## src/timer8_pkg.sv

```systemverilog
// Purpose: shared constants and types of the 8-bit timer/compare block
// Assumes: 8-bit register port with a 3-bit word address
// Notes: mode enum order gives the waveform mode field encoding
`default_nettype none
package timer8_pkg;
   // register addresses
   localparam logic [2:0] ADDR_CTRL = 3'h0;
   localparam logic [2:0] ADDR_COUNT = 3'h1;
   localparam logic [2:0] ADDR_COMPARE = 3'h2;
   localparam logic [2:0] ADDR_MASK = 3'h3;
   localparam logic [2:0] ADDR_FLAGS = 3'h4;
   localparam logic [2:0] ADDR_STATUS = 3'h5;
   // bit positions in mask, flag and status registers
   localparam int BIT_OVF = 0;
   localparam int BIT_CMP = 1;
   localparam int STAT_DIR = 0;
   localparam int STAT_TOP = 1;
   localparam int STAT_BOTTOM = 2;
   localparam int STAT_OUT = 3;
   // counter limits and reset values
   localparam logic [7:0] COUNT_MAX = 8'hFF;
   localparam logic [7:0] COUNT_BOTTOM = 8'h00;
   localparam logic [7:0] BYTE_RESET = 8'h00;
   localparam logic [9:0] PRESC_RESET = 10'h000;
   // prescaler taps: tick when the low bits of the prescaler are zero
   localparam logic [9:0] PRESC_MASK_8 = 10'h007;
   localparam logic [9:0] PRESC_MASK_64 = 10'h03F;
   localparam logic [9:0] PRESC_MASK_256 = 10'h0FF;
   localparam logic [9:0] PRESC_MASK_1024 = 10'h3FF;
   // output action encodings
   localparam logic [1:0] ACT_NONE = 2'h0;
   localparam logic [1:0] ACT_TOGGLE = 2'h1;
   localparam logic [1:0] ACT_CLEAR = 2'h2;
   localparam logic [1:0] ACT_SET = 2'h3;

   typedef enum logic [1:0] {MODE_NORMAL, MODE_PHASE_PWM, MODE_CTC, MODE_FAST_PWM} wave_mode_t;
   typedef enum logic {DIR_UP, DIR_DOWN} count_dir_t;

   // control register layout, force strobe in the top bit
   typedef struct packed {
      logic force_compare_strobe;
      logic [2:0] clock_source_select;
      logic [1:0] output_action_bits;
      wave_mode_t waveform_mode_bits;
   } timer_control_t;

   typedef struct packed {
      logic we;
      logic re;
      logic [2:0] addr;
      logic [7:0] wdata;
   } bus_req_t;
endpackage
`default_nettype wire
```

## src/timer8_counter_compare_unit.sv

```systemverilog
// Purpose: 8-bit up/down timer with one compare channel and pin override
// Assumes: register master on clk; tick pin asynchronous; port data same clock
// Notes: tick sources are 1, 8, 64, 256, 1024 or an edge of the tick pin
`default_nettype none
`timescale 1ns/1ps
module timer8_counter_compare_unit (
   // clock and reset
   input wire logic clk,
   input wire logic rst,
   // register port
   input wire timer8_pkg::bus_req_t bus_req,
   output logic [7:0] rdata_r,
   // interrupt requests and service acknowledges
   input wire logic compare_irq_ack,
   input wire logic overflow_irq_ack,
   output logic compare_irq_r,
   output logic overflow_irq_r,
   // external tick pin
   input wire logic ext_tick_pin,
   // pin sharing with the general port
   input wire logic port_out_value,
   input wire logic compare_pin_direction,
   output logic pin_out_r,
   output logic pin_oe_r
);
   timer8_pkg::timer_control_t timer_control_reg_r;
   timer8_pkg::count_dir_t dir_r, dir_nxt;
   logic [7:0] timer_count_value_r, count_nxt;
   logic [7:0] compare_value_r, compare_buf_r;
   logic [9:0] presc_r;
   logic [2:0] ext_sync_r;
   logic block_r, compare_irq_enable_r, overflow_irq_enable_r;
   logic overflow_flag_r, compare_match_flag_r, compare_output_state_r;
   logic tick, match, hit, top_max, bottom, pwm_mode, ovf_evt, ocr_load;
   logic ctrl_wr, count_wr, cmp_wr, mask_wr, flags_wr, force_act, out_nxt;
   timer8_pkg::wave_mode_t mode;
   logic [1:0] act;
   timer8_pkg::timer_control_t ctrl_wdata;

   // address decode shared by all write paths
   function automatic logic wr_at(input timer8_pkg::bus_req_t r, input logic [2:0] a);
      wr_at = r.we && (r.addr == a);
   endfunction

   // tick selection; pin edges come from the synchronised stages only
   function automatic logic tick_sel(input logic [2:0] cs, input logic [9:0] p, input logic rise,
                                     input logic fall);
      unique case (cs)
         3'h0: tick_sel = 1'b0;
         3'h1: tick_sel = 1'b1;
         3'h2: tick_sel = (p & timer8_pkg::PRESC_MASK_8) == timer8_pkg::PRESC_RESET;
         3'h3: tick_sel = (p & timer8_pkg::PRESC_MASK_64) == timer8_pkg::PRESC_RESET;
         3'h4: tick_sel = (p & timer8_pkg::PRESC_MASK_256) == timer8_pkg::PRESC_RESET;
         3'h5: tick_sel = (p & timer8_pkg::PRESC_MASK_1024) == timer8_pkg::PRESC_RESET;
         3'h6: tick_sel = fall;
         3'h7: tick_sel = rise;
      endcase
   endfunction

   assign ctrl_wr = wr_at(bus_req, timer8_pkg::ADDR_CTRL);
   assign count_wr = wr_at(bus_req, timer8_pkg::ADDR_COUNT);
   assign cmp_wr = wr_at(bus_req, timer8_pkg::ADDR_COMPARE);
   assign mask_wr = wr_at(bus_req, timer8_pkg::ADDR_MASK);
   assign flags_wr = wr_at(bus_req, timer8_pkg::ADDR_FLAGS);
   assign ctrl_wdata = bus_req.wdata;

   assign mode = timer_control_reg_r.waveform_mode_bits;
   assign act = timer_control_reg_r.output_action_bits;
   assign pwm_mode = (mode == timer8_pkg::MODE_PHASE_PWM) || (mode == timer8_pkg::MODE_FAST_PWM);
   assign top_max = timer_count_value_r == timer8_pkg::COUNT_MAX;
   assign bottom = timer_count_value_r == timer8_pkg::COUNT_BOTTOM;
   assign match = timer_count_value_r == compare_value_r;
   assign tick = tick_sel(timer_control_reg_r.clock_source_select, presc_r, ext_sync_r[1] & ~ext_sync_r[2],
                          ~ext_sync_r[1] & ext_sync_r[2]);
   assign hit = tick && match && !block_r;
   // force only in non-PWM modes; taken straight from the write, never stored
   assign force_act = ctrl_wr && ctrl_wdata.force_compare_strobe && !pwm_mode;
   // active compare loads at top in phase PWM, at the wrap in fast PWM
   assign ocr_load = pwm_mode && tick && !count_wr && top_max && (dir_r == timer8_pkg::DIR_UP);

   // free running prescaler
   always_ff @(posedge clk or posedge rst)
   begin
      if (rst)
         presc_r <= timer8_pkg::PRESC_RESET;
      else
         presc_r <= presc_r + 10'h001;
   end

   // tick pin synchroniser; stage 0 feeds stage 1 only
   always_ff @(posedge clk or posedge rst)
   begin
      if (rst)
         ext_sync_r <= 3'h0;
      else
         ext_sync_r <= {ext_sync_r[1:0], ext_tick_pin};
   end

   // count sequence per mode
   always_comb
   begin
      count_nxt = timer_count_value_r;
      dir_nxt = dir_r;
      ovf_evt = 1'b0;
      if (tick)
      begin
         unique case (mode)
            timer8_pkg::MODE_NORMAL:
            begin
               count_nxt = timer_count_value_r + 8'h01;
               ovf_evt = top_max;
            end
            timer8_pkg::MODE_CTC:
            begin
               count_nxt = (match && !block_r) ? timer8_pkg::COUNT_BOTTOM : timer_count_value_r + 8'h01;
               ovf_evt = top_max;
            end
            timer8_pkg::MODE_FAST_PWM:
            begin
               count_nxt = timer_count_value_r + 8'h01;
               ovf_evt = top_max;
            end
            timer8_pkg::MODE_PHASE_PWM:
            begin
               if (dir_r == timer8_pkg::DIR_UP)
               begin
                  dir_nxt = top_max ? timer8_pkg::DIR_DOWN : timer8_pkg::DIR_UP;
                  count_nxt = top_max ? timer_count_value_r - 8'h01 : timer_count_value_r + 8'h01;
               end
               else
               begin
                  dir_nxt = bottom ? timer8_pkg::DIR_UP : timer8_pkg::DIR_DOWN;
                  count_nxt = bottom ? timer_count_value_r + 8'h01 : timer_count_value_r - 8'h01;
                  ovf_evt = bottom;
               end
            end
         endcase
      end
      // cpu write overrides any hardware step
      if (count_wr)
      begin
         count_nxt = bus_req.wdata;
         dir_nxt = dir_r;
         ovf_evt = 1'b0;
      end
   end

   always_ff @(posedge clk or posedge rst)
   begin
      if (rst)
      begin
         timer_count_value_r <= timer8_pkg::BYTE_RESET;
         dir_r <= timer8_pkg::DIR_UP;
      end
      else
      begin
         timer_count_value_r <= count_nxt;
         dir_r <= dir_nxt;
      end
   end

   // match blocking after a counter write, held until a tick consumes it
   always_ff @(posedge clk or posedge rst)
   begin
      if (rst)
         block_r <= 1'b0;
      else if (count_wr)
         block_r <= 1'b1;
      else if (tick)
         block_r <= 1'b0;
   end

   // control register; force bit is not kept
   always_ff @(posedge clk or posedge rst)
   begin
      if (rst)
         timer_control_reg_r <= '0;
      else if (ctrl_wr)
      begin
         timer_control_reg_r <= bus_req.wdata;
         timer_control_reg_r.force_compare_strobe <= 1'b0;
      end
   end

   // compare value: buffer in PWM modes, direct otherwise
   always_ff @(posedge clk or posedge rst)
   begin
      if (rst)
      begin
         compare_value_r <= timer8_pkg::BYTE_RESET;
         compare_buf_r <= timer8_pkg::BYTE_RESET;
      end
      else
      begin
         if (cmp_wr)
            compare_buf_r <= bus_req.wdata;
         if (cmp_wr && !pwm_mode)
            compare_value_r <= bus_req.wdata;
         else if (ocr_load)
            compare_value_r <= compare_buf_r;
      end
   end

   // output state; action bits read live, so a new setting acts at once
   always_comb
   begin
      out_nxt = compare_output_state_r;
      if (!pwm_mode && (hit || force_act))
      begin
         // a force obeys the action bits written beside it, else the stored ones
         unique case (force_act ? ctrl_wdata.output_action_bits : act)
            timer8_pkg::ACT_NONE: out_nxt = compare_output_state_r;
            timer8_pkg::ACT_TOGGLE: out_nxt = !compare_output_state_r;
            timer8_pkg::ACT_CLEAR: out_nxt = 1'b0;
            timer8_pkg::ACT_SET: out_nxt = 1'b1;
         endcase
      end
      else if (mode == timer8_pkg::MODE_FAST_PWM)
      begin
         // compare at max would fight the wrap action; match wins for a flat output
         if (hit && act == timer8_pkg::ACT_TOGGLE)
            out_nxt = !compare_output_state_r;
         else if (hit && act[1])
            out_nxt = act[0];
         else if (tick && top_max && act[1] && compare_value_r != timer8_pkg::COUNT_MAX)
            out_nxt = !act[0];
      end
      else if (mode == timer8_pkg::MODE_PHASE_PWM && hit && act[1])
         out_nxt = (dir_r == timer8_pkg::DIR_UP) ? act[0] : !act[0];
   end

   // mode changes never touch the output state
   always_ff @(posedge clk or posedge rst)
   begin
      if (rst)
         compare_output_state_r <= 1'b0;
      else
         compare_output_state_r <= out_nxt;
   end

   // interrupt enables
   always_ff @(posedge clk or posedge rst)
   begin
      if (rst)
      begin
         overflow_irq_enable_r <= 1'b0;
         compare_irq_enable_r <= 1'b0;
      end
      else if (mask_wr)
      begin
         overflow_irq_enable_r <= bus_req.wdata[timer8_pkg::BIT_OVF];
         compare_irq_enable_r <= bus_req.wdata[timer8_pkg::BIT_CMP];
      end
   end

   // sticky flags; a set in the clearing cycle wins
   always_ff @(posedge clk or posedge rst)
   begin
      if (rst)
      begin
         overflow_flag_r <= 1'b0;
         compare_match_flag_r <= 1'b0;
      end
      else
      begin
         if (ovf_evt)
            overflow_flag_r <= 1'b1;
         else if (overflow_irq_ack || (flags_wr && bus_req.wdata[timer8_pkg::BIT_OVF]))
            overflow_flag_r <= 1'b0;
         if (hit)
            compare_match_flag_r <= 1'b1;
         else if (compare_irq_ack || (flags_wr && bus_req.wdata[timer8_pkg::BIT_CMP]))
            compare_match_flag_r <= 1'b0;
      end
   end

   // interrupt requests, one cycle behind the flags
   always_ff @(posedge clk or posedge rst)
   begin
      if (rst)
      begin
         compare_irq_r <= 1'b0;
         overflow_irq_r <= 1'b0;
      end
      else
      begin
         compare_irq_r <= compare_match_flag_r && compare_irq_enable_r;
         overflow_irq_r <= overflow_flag_r && overflow_irq_enable_r;
      end
   end

   // pin mux; direction always from the port bit
   always_ff @(posedge clk or posedge rst)
   begin
      if (rst)
      begin
         pin_out_r <= 1'b0;
         pin_oe_r <= 1'b0;
      end
      else
      begin
         pin_out_r <= (act != timer8_pkg::ACT_NONE) ? compare_output_state_r : port_out_value;
         pin_oe_r <= compare_pin_direction;
      end
   end

   // read data valid only in the cycle after the strobe
   always_ff @(posedge clk or posedge rst)
   begin
      if (rst)
         rdata_r <= timer8_pkg::BYTE_RESET;
      else if (!bus_req.re)
         rdata_r <= timer8_pkg::BYTE_RESET;
      else
      begin
         unique case (bus_req.addr)
            timer8_pkg::ADDR_CTRL: rdata_r <= timer_control_reg_r;
            timer8_pkg::ADDR_COUNT: rdata_r <= timer_count_value_r;
            timer8_pkg::ADDR_COMPARE: rdata_r <= pwm_mode ? compare_buf_r : compare_value_r;
            timer8_pkg::ADDR_MASK: rdata_r <= {6'h00, compare_irq_enable_r, overflow_irq_enable_r};
            timer8_pkg::ADDR_FLAGS: rdata_r <= {6'h00, compare_match_flag_r, overflow_flag_r};
            timer8_pkg::ADDR_STATUS: rdata_r <= {4'h0, compare_output_state_r, bottom, top_max, dir_r};
            default: rdata_r <= timer8_pkg::BYTE_RESET;
         endcase
      end
   end
endmodule
`default_nettype wire

```

## config.mk

```make
export PLATFORM = sky130hd
export DESIGN_NAME = timer8_counter_compare_unit
export DESIGN_NICKNAME = d
export VERILOG_FILES = /design/src/timer8_pkg.sv /design/src/timer8_counter_compare_unit.sv
export SDC_FILE = /design/constraint.sdc
export NUM_CORES = 1
export LEC_CHECK = 0
export BUFFER_PORTS_ARGS = -buffer_cell sky130_fd_sc_hd__buf_4
export CORE_UTILIZATION = 35
export CTS_CLUSTER_SIZE = 28
export DETAILED_ROUTE_END_ITERATION = 8
export PLACE_DENSITY = 0.58
export SKIP_LAST_GASP = 1
export SYNTH_ARGS = -nofsm -noshare
export SYNTH_HDL_FRONTEND = slang
export SYNTH_SLANG_ARGS = --single-unit
```

## constraint.sdc

```tcl
create_clock -name clk -period 3 [get_ports clk]
set_input_delay 0.15 -clock clk [delete_from_list [all_inputs] [get_ports clk]]
set_output_delay 0.15 -clock clk [all_outputs]
set_load 0.02 [all_outputs]
```

# --- Word-level counts from Yosys, hierarchy flattened ---
# Index checks and enable logic that the tools add are counted.
classes:
  n_addsub: 3
  eq_ne: 24
  n_mux: 36
  bitwise_logic: 6
  n_reduce_logical: 55
op_table:
  columns: ["operator", "count"]
  rows:
  - ["$mux W8", 10]
  - ["$pmux W8 S6", 1]
  - ["$logic_not A10 Y1", 4]
  - ["$logic_and A1 B1 Y1", 27]
  - ["$pmux W8 S3", 1]
  - ["$mux W1", 20]
  - ["$eq A3 B3 Y1 const B", 6]
  - ["$eq A3 B2 Y1 const B", 4]
  - ["$add A10 B1 Y10 const B", 1]
  - ["$reduce_bool A2 Y1", 5]
  - ["$add A8 B1 Y8 const B", 1]
  - ["$eq A2 B2 Y1 const B", 4]
  - ["$eq A8 B8 Y1", 1]
  - ["$eq A8 B8 Y1 const B", 1]
  - ["$logic_not A8 Y1", 1]
  - ["$ne A8 B8 Y1 const B", 1]
  - ["$pmux W1 S8", 1]
  - ["$sub A8 B1 Y8 const B", 1]
  - ["$eq A2 B1 Y1 const B", 3]
  - ["$eq A3 B1 Y1 const B", 2]
  - ["$logic_not A3 Y1", 2]
  - ["$reduce_and A3 Y1", 2]
  - ["$logic_not A1 Y1", 5]
  - ["$ne A5 B2 Y1 const B", 1]
  - ["11 further kinds", 19]
totals:
  ff_bits: 63
  input_bits: 20
  output_inout_bits: 12
  wordCells: 144

# --- Longest topological paths before layout ---
depth:
  word_depth: 11
  mapped_depth: 10
  ltp_nobuf: 8

# --- Worst setup path before layout ---
# Ideal clock, no wire load.
synth_path:
  kind: "register -> register"
  start: "register timer_count_value_r[0]"
  end: "register timer_count_value_r[2]"
  setup_time_ns: 0.124
  arrival_time_ns: 1.974
  t_required_ns: 2.876
  slack_ns: 0.902
  path_stages_with_launch: 9
  n_path_buf: 0
  period_less_slack_ns: 2.098
  path_cell_list: "dfrtp_1 -> inv_1 -> ha_1 -> or3b_1 -> o21ai_2 -> a21boi_2 -> a211o_1 -> a32oi_1 -> o21ai_1"
synth_via:
  elab_chain_cells: 6
synth_rtl:
  columns: ["element", "line", "source"]
  rows:
  - ["start: declaration", "timer8_counter_compare_unit.sv:28", "logic [7:0] timer_count_value_r, count_nxt;"]
  - ["start signal: assignment", "timer8_counter_compare_unit.sv:152", "timer_count_value_r <= timer8_pkg::BYTE_RESET;"]
  - ["start signal: assignment", "timer8_counter_compare_unit.sv:157", "timer_count_value_r <= count_nxt;"]
  - ["$add A8 B1 Y8 (tied with other cells)", null, null]
  - ["$mux W8 (tied with other cells)", "timer8_counter_compare_unit.sv:128", "count_nxt = top_max ? timer_count_value_r - 8'h01 : timer_count_value_r + 8'h01;"]
  - ["$mux W8, on equally long branches", "timer8_counter_compare_unit.sv:125, timer8_counter_compare_unit.sv:115", null]
  - ["$pmux W8 S3 *", "timer8_counter_compare_unit.sv:107", "unique case (mode)"]
  - ["$mux W8 *", "timer8_counter_compare_unit.sv:105", "if (tick)"]
  - ["$mux W8 *", "timer8_counter_compare_unit.sv:140", "if (count_wr)"]
# Every way passes the cells marked *; elsewhere a longest branch is shown, timed or not. The select of a mux whose other input is x is not followed.
# A chain may end at the register's enable or synchronous reset.

# --- Final worst setup path ---
layout_path:
  start: "register timer_count_value_r[4]"
  end: "register compare_output_state_r"
layout_via:
  elab_chain_cells: 8
layout_rtl:
  columns: ["element", "line", "source"]
  rows:
  - ["$eq A8 B8 Y1", "timer8_counter_compare_unit.sv:72", "assign match = timer_count_value_r == compare_value_r;"]
  - ["$logic_and A1 B1 Y1 (2 in a row)", "timer8_counter_compare_unit.sv:75", "assign hit = tick && match && !block_r;"]
  - ["$logic_and A1 B1 Y1", "timer8_counter_compare_unit.sv:223", "else if (hit && act[1])"]
  - ["$mux W1", "timer8_counter_compare_unit.sv:223", null]
  - ["$mux W1", "timer8_counter_compare_unit.sv:221", "if (hit && act == timer8_pkg::ACT_TOGGLE)"]
  - ["$mux W1", "timer8_counter_compare_unit.sv:218", "else if (mode == timer8_pkg::MODE_FAST_PWM)"]
  - ["$mux W1", "timer8_counter_compare_unit.sv:208", "if (!pwm_mode && (hit || force_act))"]
  - ["end signal: assignment", "timer8_counter_compare_unit.sv:238", "compare_output_state_r <= out_nxt;"]
  - ["end: declaration", "timer8_counter_compare_unit.sv:33", "logic overflow_flag_r, compare_match_flag_r, compare_output_state_r;"]
# Several ways; a longest one is shown, not always the timed one.

==> flow_results.xml <==
<?xml version="1.0" encoding="UTF-8"?>
<metrics>
  <group name="global_routing">
    <metric name="met2_usage" unit="%">28.43</metric>
    <metric name="number_of_global_route_vias_before_repair" unit="">3143</metric>
    <metric name="grt_usage" unit="%">19.35</metric>
    <metric name="grt_remaining_overflow" unit="">0</metric>
    <metric name="grt_use_met3" unit="%">3.863</metric>
    <metric name="global_route.usage.met1" unit="%">27.80</metric>
    <metric name="grt_max_degree" unit="">35</metric>
    <metric name="busiest_layer" unit="">met2</metric>
    <metric name="number_of_antenna_violations_at_the_first_check_in_global_routing" unit="">0</metric>
    <metric name="grt_pass1_wl" unit="microns">16790</metric>
  </group>
  <group name="power">
    <metric name="worst_ir_drop_on_vdd" unit="uV">238.3</metric>
    <metric name="powerDensity" unit="nW/um^2">773.5</metric>
    <metric name="p_int" unit="uW">2126</metric>
    <metric name="netSwitchingFraction" unit="%">37.80</metric>
    <metric name="portion_of_total_power_attributed_to_sequential_cells" unit="%">39.5</metric>
    <metric name="net-switching-power" unit="uW">1292</metric>
    <metric name="clockPowerShare" unit="%">27.3</metric>
    <metric name="p_leak" unit="uW">0.001961</metric>
    <metric name="comb_power_share" unit="%">33.2</metric>
  </group>
  <group name="hold_path">
    <metric name="hold_path_class" unit="">input pin to flip-flop</metric>
    <metric name="min-delay-start" unit="">port_out_value</metric>
    <metric name="worstHoldEndpoint" unit="">pin_out_r</metric>
    <metric name="worst_hold_path.num_cells" unit="">2</metric>
  </group>
  <group name="layout">
    <metric name="multi_input_comb_area" unit="sq um">2022</metric>
    <metric name="antenna_cells_inserted" unit="">0</metric>
    <metric name="n_fill_cell" unit="">999</metric>
    <metric name="regArea" unit="sq um">1577</metric>
    <metric name="finalNonFillerCells" unit="">568</metric>
    <metric name="drive_above_1_share" unit="%">19.91</metric>
    <metric name="finalNetCount" unit="">455</metric>
    <metric name="syn2layout_area_growth" unit="%">16.26</metric>
  </group>
  <group name="floorplanning">
    <metric name="die_width" unit="microns">106.2</metric>
    <metric name="core_area" unit="sq um">10420</metric>
    <metric name="floorplan.io_pins" unit="">32</metric>
    <metric name="initial_utilization" unit="%">36.49</metric>
    <metric name="placementRows" unit="">37</metric>
    <metric name="die_height" unit="microns">106.2</metric>
    <metric name="die_area" unit="sq um">11280</metric>
  </group>
  <group name="timing">
    <metric name="fmax" unit="MHz">413.8</metric>
    <metric name="final.period_utilization" unit="%">80.55</metric>
    <metric name="setup-tns-final" unit="ns">0</metric>
    <metric name="final_hold_viol_count" unit="">0</metric>
    <metric name="drv_slew" unit="">0</metric>
    <metric name="fin_worst_hold_slack" unit="ns">0.03390</metric>
    <metric name="worstMarginPinSlew" unit="ns">0.7868</metric>
    <metric name="period_minus_slack" unit="ns">2.417</metric>
    <metric name="rsz0062_at_grt" unit="">false</metric>
    <metric name="setup_viol" unit="">0</metric>
    <metric name="maxSlewHeadroom" unit="%">47.35</metric>
    <metric name="final.setup.worst_slack" unit="ns">0.5834</metric>
    <metric name="finClkSkew" unit="ns">0.009931</metric>
  </group>
  <group name="worst_setup_path">
    <metric name="critPathArrivalTime" unit="ns">2.65</metric>
    <metric name="critical_path.endpoint_type" unit="">flip-flop</metric>
    <metric name="crit_path_cell_trace" unit="">xnor2_1 -&gt; nand4_1 -&gt; nor3_2 -&gt; a31oi_1 -&gt; a311o_1 -&gt; o22a_1</metric>
    <metric name="worst_path_largest_cell_delay" unit="ns">0.67</metric>
    <metric name="worst_setup_path_start_kind" unit="">flip-flop</metric>
    <metric name="buf_inv_stages_crit_path" unit="">0</metric>
    <metric name="worst-r2r-setup-slack" unit="ns">0.58</metric>
    <metric name="cpMaxStageDelayCell" unit="">sky130_fd_sc_hd__dfrtp_1</metric>
    <metric name="critical_path.top_delay_family" unit="">compound AO/OA/AOI/OAI gates</metric>
    <metric name="crit_fanout" unit="">11</metric>
    <metric name="reg2reg_to" unit="">compare_output_state_r</metric>
    <metric name="setup.worst_path.class" unit="">flip-flop to flip-flop</metric>
    <metric name="critical_path_required" unit="ns">3.24</metric>
    <metric name="critical_path.reg2reg.startpoint" unit="">timer_count_value_r[4]</metric>
    <metric name="timing.reg2reg.worst_path_depth" unit="">6</metric>
  </group>
  <group name="drt">
    <metric name="dr_total_vias" unit="">3219</metric>
    <metric name="route.detailed.drc" unit="">0</metric>
    <metric name="first_pass_iters" unit="">5</metric>
    <metric name="route.final.wire_length" unit="microns">10110</metric>
    <metric name="number_of_design_rule_violations_left_by_the_first_detailed_router_iteration" unit="">255</metric>
    <metric name="wl_per_cell" unit="microns">17.81</metric>
    <metric name="antenna_nets_post_route" unit="">0</metric>
    <metric name="viasPerCell" unit="">5.667</metric>
  </group>
  <group name="logic_synthesis">
    <metric name="post_synthesis_cells" unit="">394</metric>
    <metric name="seq_area_frac_synth" unit="%">41.47</metric>
    <metric name="synth.top_cells.by_count" unit="">63 x sky130_fd_sc_hd__dfrtp_1, 32 x sky130_fd_sc_hd__nor2_1, 30 x sky130_fd_sc_hd__nand2_1</metric>
    <metric name="synth_simple_gate_area_share" unit="%">17.61</metric>
    <metric name="postSynthAreaPerCell" unit="sq um">9.648</metric>
    <metric name="async_reset_ff_share" unit="%">100.0</metric>
    <metric name="synth.net_count" unit="">422</metric>
    <metric name="netlist_top_cells_area" unit="">sky130_fd_sc_hd__dfrtp_1 41%, sky130_fd_sc_hd__mux2i_1 5.0%, sky130_fd_sc_hd__mux2_2 4.7%, sky130_fd_sc_hd__xnor2_1 3.7%, sky130_fd_sc_hd__nor2_1 3.2%</metric>
    <metric name="ys.warnings.count" unit="">0</metric>
    <metric name="post_synth_fa_ha_maj_area_fraction" unit="%">2.633</metric>
    <metric name="synth-main-ff-cell" unit="">sky130_fd_sc_hd__dfrtp_1</metric>
    <metric name="synth_xor_area_share" unit="%">5.530</metric>
    <metric name="mappedNetlistArea" unit="sq um">3801</metric>
    <metric name="synth-edff-count" unit="">0</metric>
    <metric name="compound_gate_fraction_of_synth_area" unit="%">17.51</metric>
    <metric name="synth.lib_cells_used.distinct" unit="">68</metric>
    <metric name="synth_top_family_by_area" unit="">simple AND/OR/NAND/NOR gates</metric>
    <metric name="library_cell_with_the_highest_instance_count_after_synthesis" unit="">sky130_fd_sc_hd__dfrtp_1</metric>
    <metric name="yosys_register_bits" unit="">63</metric>
    <metric name="share_of_cell_area_taken_by_muxes_after_synthesis" unit="%">9.743</metric>
    <metric name="synth.top_cell.area_share" unit="%">41.47</metric>
    <metric name="synth_top_cell_by_area" unit="">sky130_fd_sc_hd__dfrtp_1</metric>
  </group>
  <group name="clocking">
    <metric name="cts.clk_slew.worst_paths" unit="ns">0.08</metric>
    <metric name="cts_hold_buf" unit="">3</metric>
    <metric name="clockRootBuffer" unit="">sky130_fd_sc_hd__clkbuf_8</metric>
    <metric name="tritoncts.num_buffers" unit="">9</metric>
    <metric name="clock_insertion_delay_worst_skew" unit="ns">0.35</metric>
    <metric name="tritoncts" unit="">built</metric>
    <metric name="cts-htree-levels" unit="">3</metric>
    <metric name="postCtsSetupBuffers" unit="">0</metric>
    <metric name="cts-root-to-sink-buffers" unit="">2</metric>
    <metric name="post_cts_resize_count" unit="">0</metric>
    <metric name="numClockSinks" unit="">63</metric>
  </group>
  <group name="placement">
    <metric name="dp_hpwl" unit="microns">7264</metric>
    <metric name="placement.setup.worst_slack" unit="ns">0.6651</metric>
    <metric name="routability_congestion_estimate" unit="">0.9059</metric>
    <metric name="placedCellCount" unit="">549</metric>
    <metric name="placement.io_buffers" unit="">31</metric>
  </group>
  <group name="outcome">
    <metric name="run_status" unit="">finished, final reports clean</metric>
  </group>
  <group name="flow_run">
    <metric name="maxCapViolCount" unit="">0</metric>
  </group>
</metrics>
## cell type report
class                   count  area share [%]
well taps                 136           3.851
clock inverters             6           2.605
clock buffers              10           3.114
inverters                  16           1.359
multi-input cells         293           45.75
repair buffers             44           7.644
flip-flops and latches     63           35.67
## power groups by stage
stage	clock [uW]	combinational (uW)	sequential (uW)
after global routing	994	1260	1370
after detailed placement	0	1110	1360
final	932	1130	1350
after CTS	951	1120	1340
after floorplan	0	996	1180
after global placement	0	1110	1350
## flip-flops by register name (all words and copies together) (netlist names)
name / cells
overflow_irq_enable_r: 1
overflow_irq_r: 1
compare_match_flag_r: 1
compare_irq_r: 1
act: 2
presc_r: 10
timer_count_value_r: 8
dir_r: 1
compare_output_state_r: 1
mode: 2
rdata_r: 8
pin_out_r: 1
overflow_flag_r: 1
compare_irq_enable_r: 1
timer_control_reg_r: 3
compare_buf_r: 8
block_r: 1
pin_oe_r: 1
compare_value_r: 8
ext_sync_r: 3
## cell usage in the layout (no fill, tap or decap), drive strengths merged, types with 7 or more instances in the layout
| cell | n |
|---|---|
| dfrtp | 63 |
| buf | 41 |
| nor2 | 32 |
| nand2 | 30 |
| o21ai | 26 |
| mux2i | 19 |
| nand3 | 18 |
| inv | 17 |
| xnor2 | 16 |
| mux2 | 16 |
| nor3 | 12 |
| a21oi | 11 |
| a31oi | 10 |
| clkbuf | 10 |
| and3 | 9 |
| xor2 | 8 |
| ha | 8 |
| o211ai | 7 |
## per-layer routing
layer / wire (microns) / vias up
li1: - / 1509
met1: 5011 / 1575
met2: 4351 / 112
met3: 510 / 23
met4: 241 / 0
met5: 0 / -
## worst max path at each step
stage,start,end,cells after the start
2_1_floorplan,timer_count_value_r[0],timer_count_value_r[2],8
3_3_place_gp,timer_count_value_r[4],compare_output_state_r,6
3_5_place_dp,timer_count_value_r[4],compare_output_state_r,6
4_1_cts,timer_count_value_r[4],compare_output_state_r,6
5_1_grt,timer_count_value_r[4],compare_output_state_r,6
6_report,timer_count_value_r[4],compare_output_state_r,6
## per-stage QoR
stage	cell area, sq um	power (uW)	util (%)
3_3_place_gp	4136	2459	39.71
3_5_place_dp	4136	2464	39.71
2_1_floorplan	3801	2171	-
6_report	4419	3418	42.43
4_1_cts	4419	3412	42.43
5_1_grt	4419	3632	42.43
## kinds of logic after synthesis
logic type,after synthesis
multiplexers,35
XOR/XNOR,24
buffers and inverters,38
AO/OA/AOI/OAI,95
flip-flops,63
adder cells (fa/ha/maj),8
AND/OR/NAND/NOR,131
Note: power is estimated with default switching activity, not from simulation.
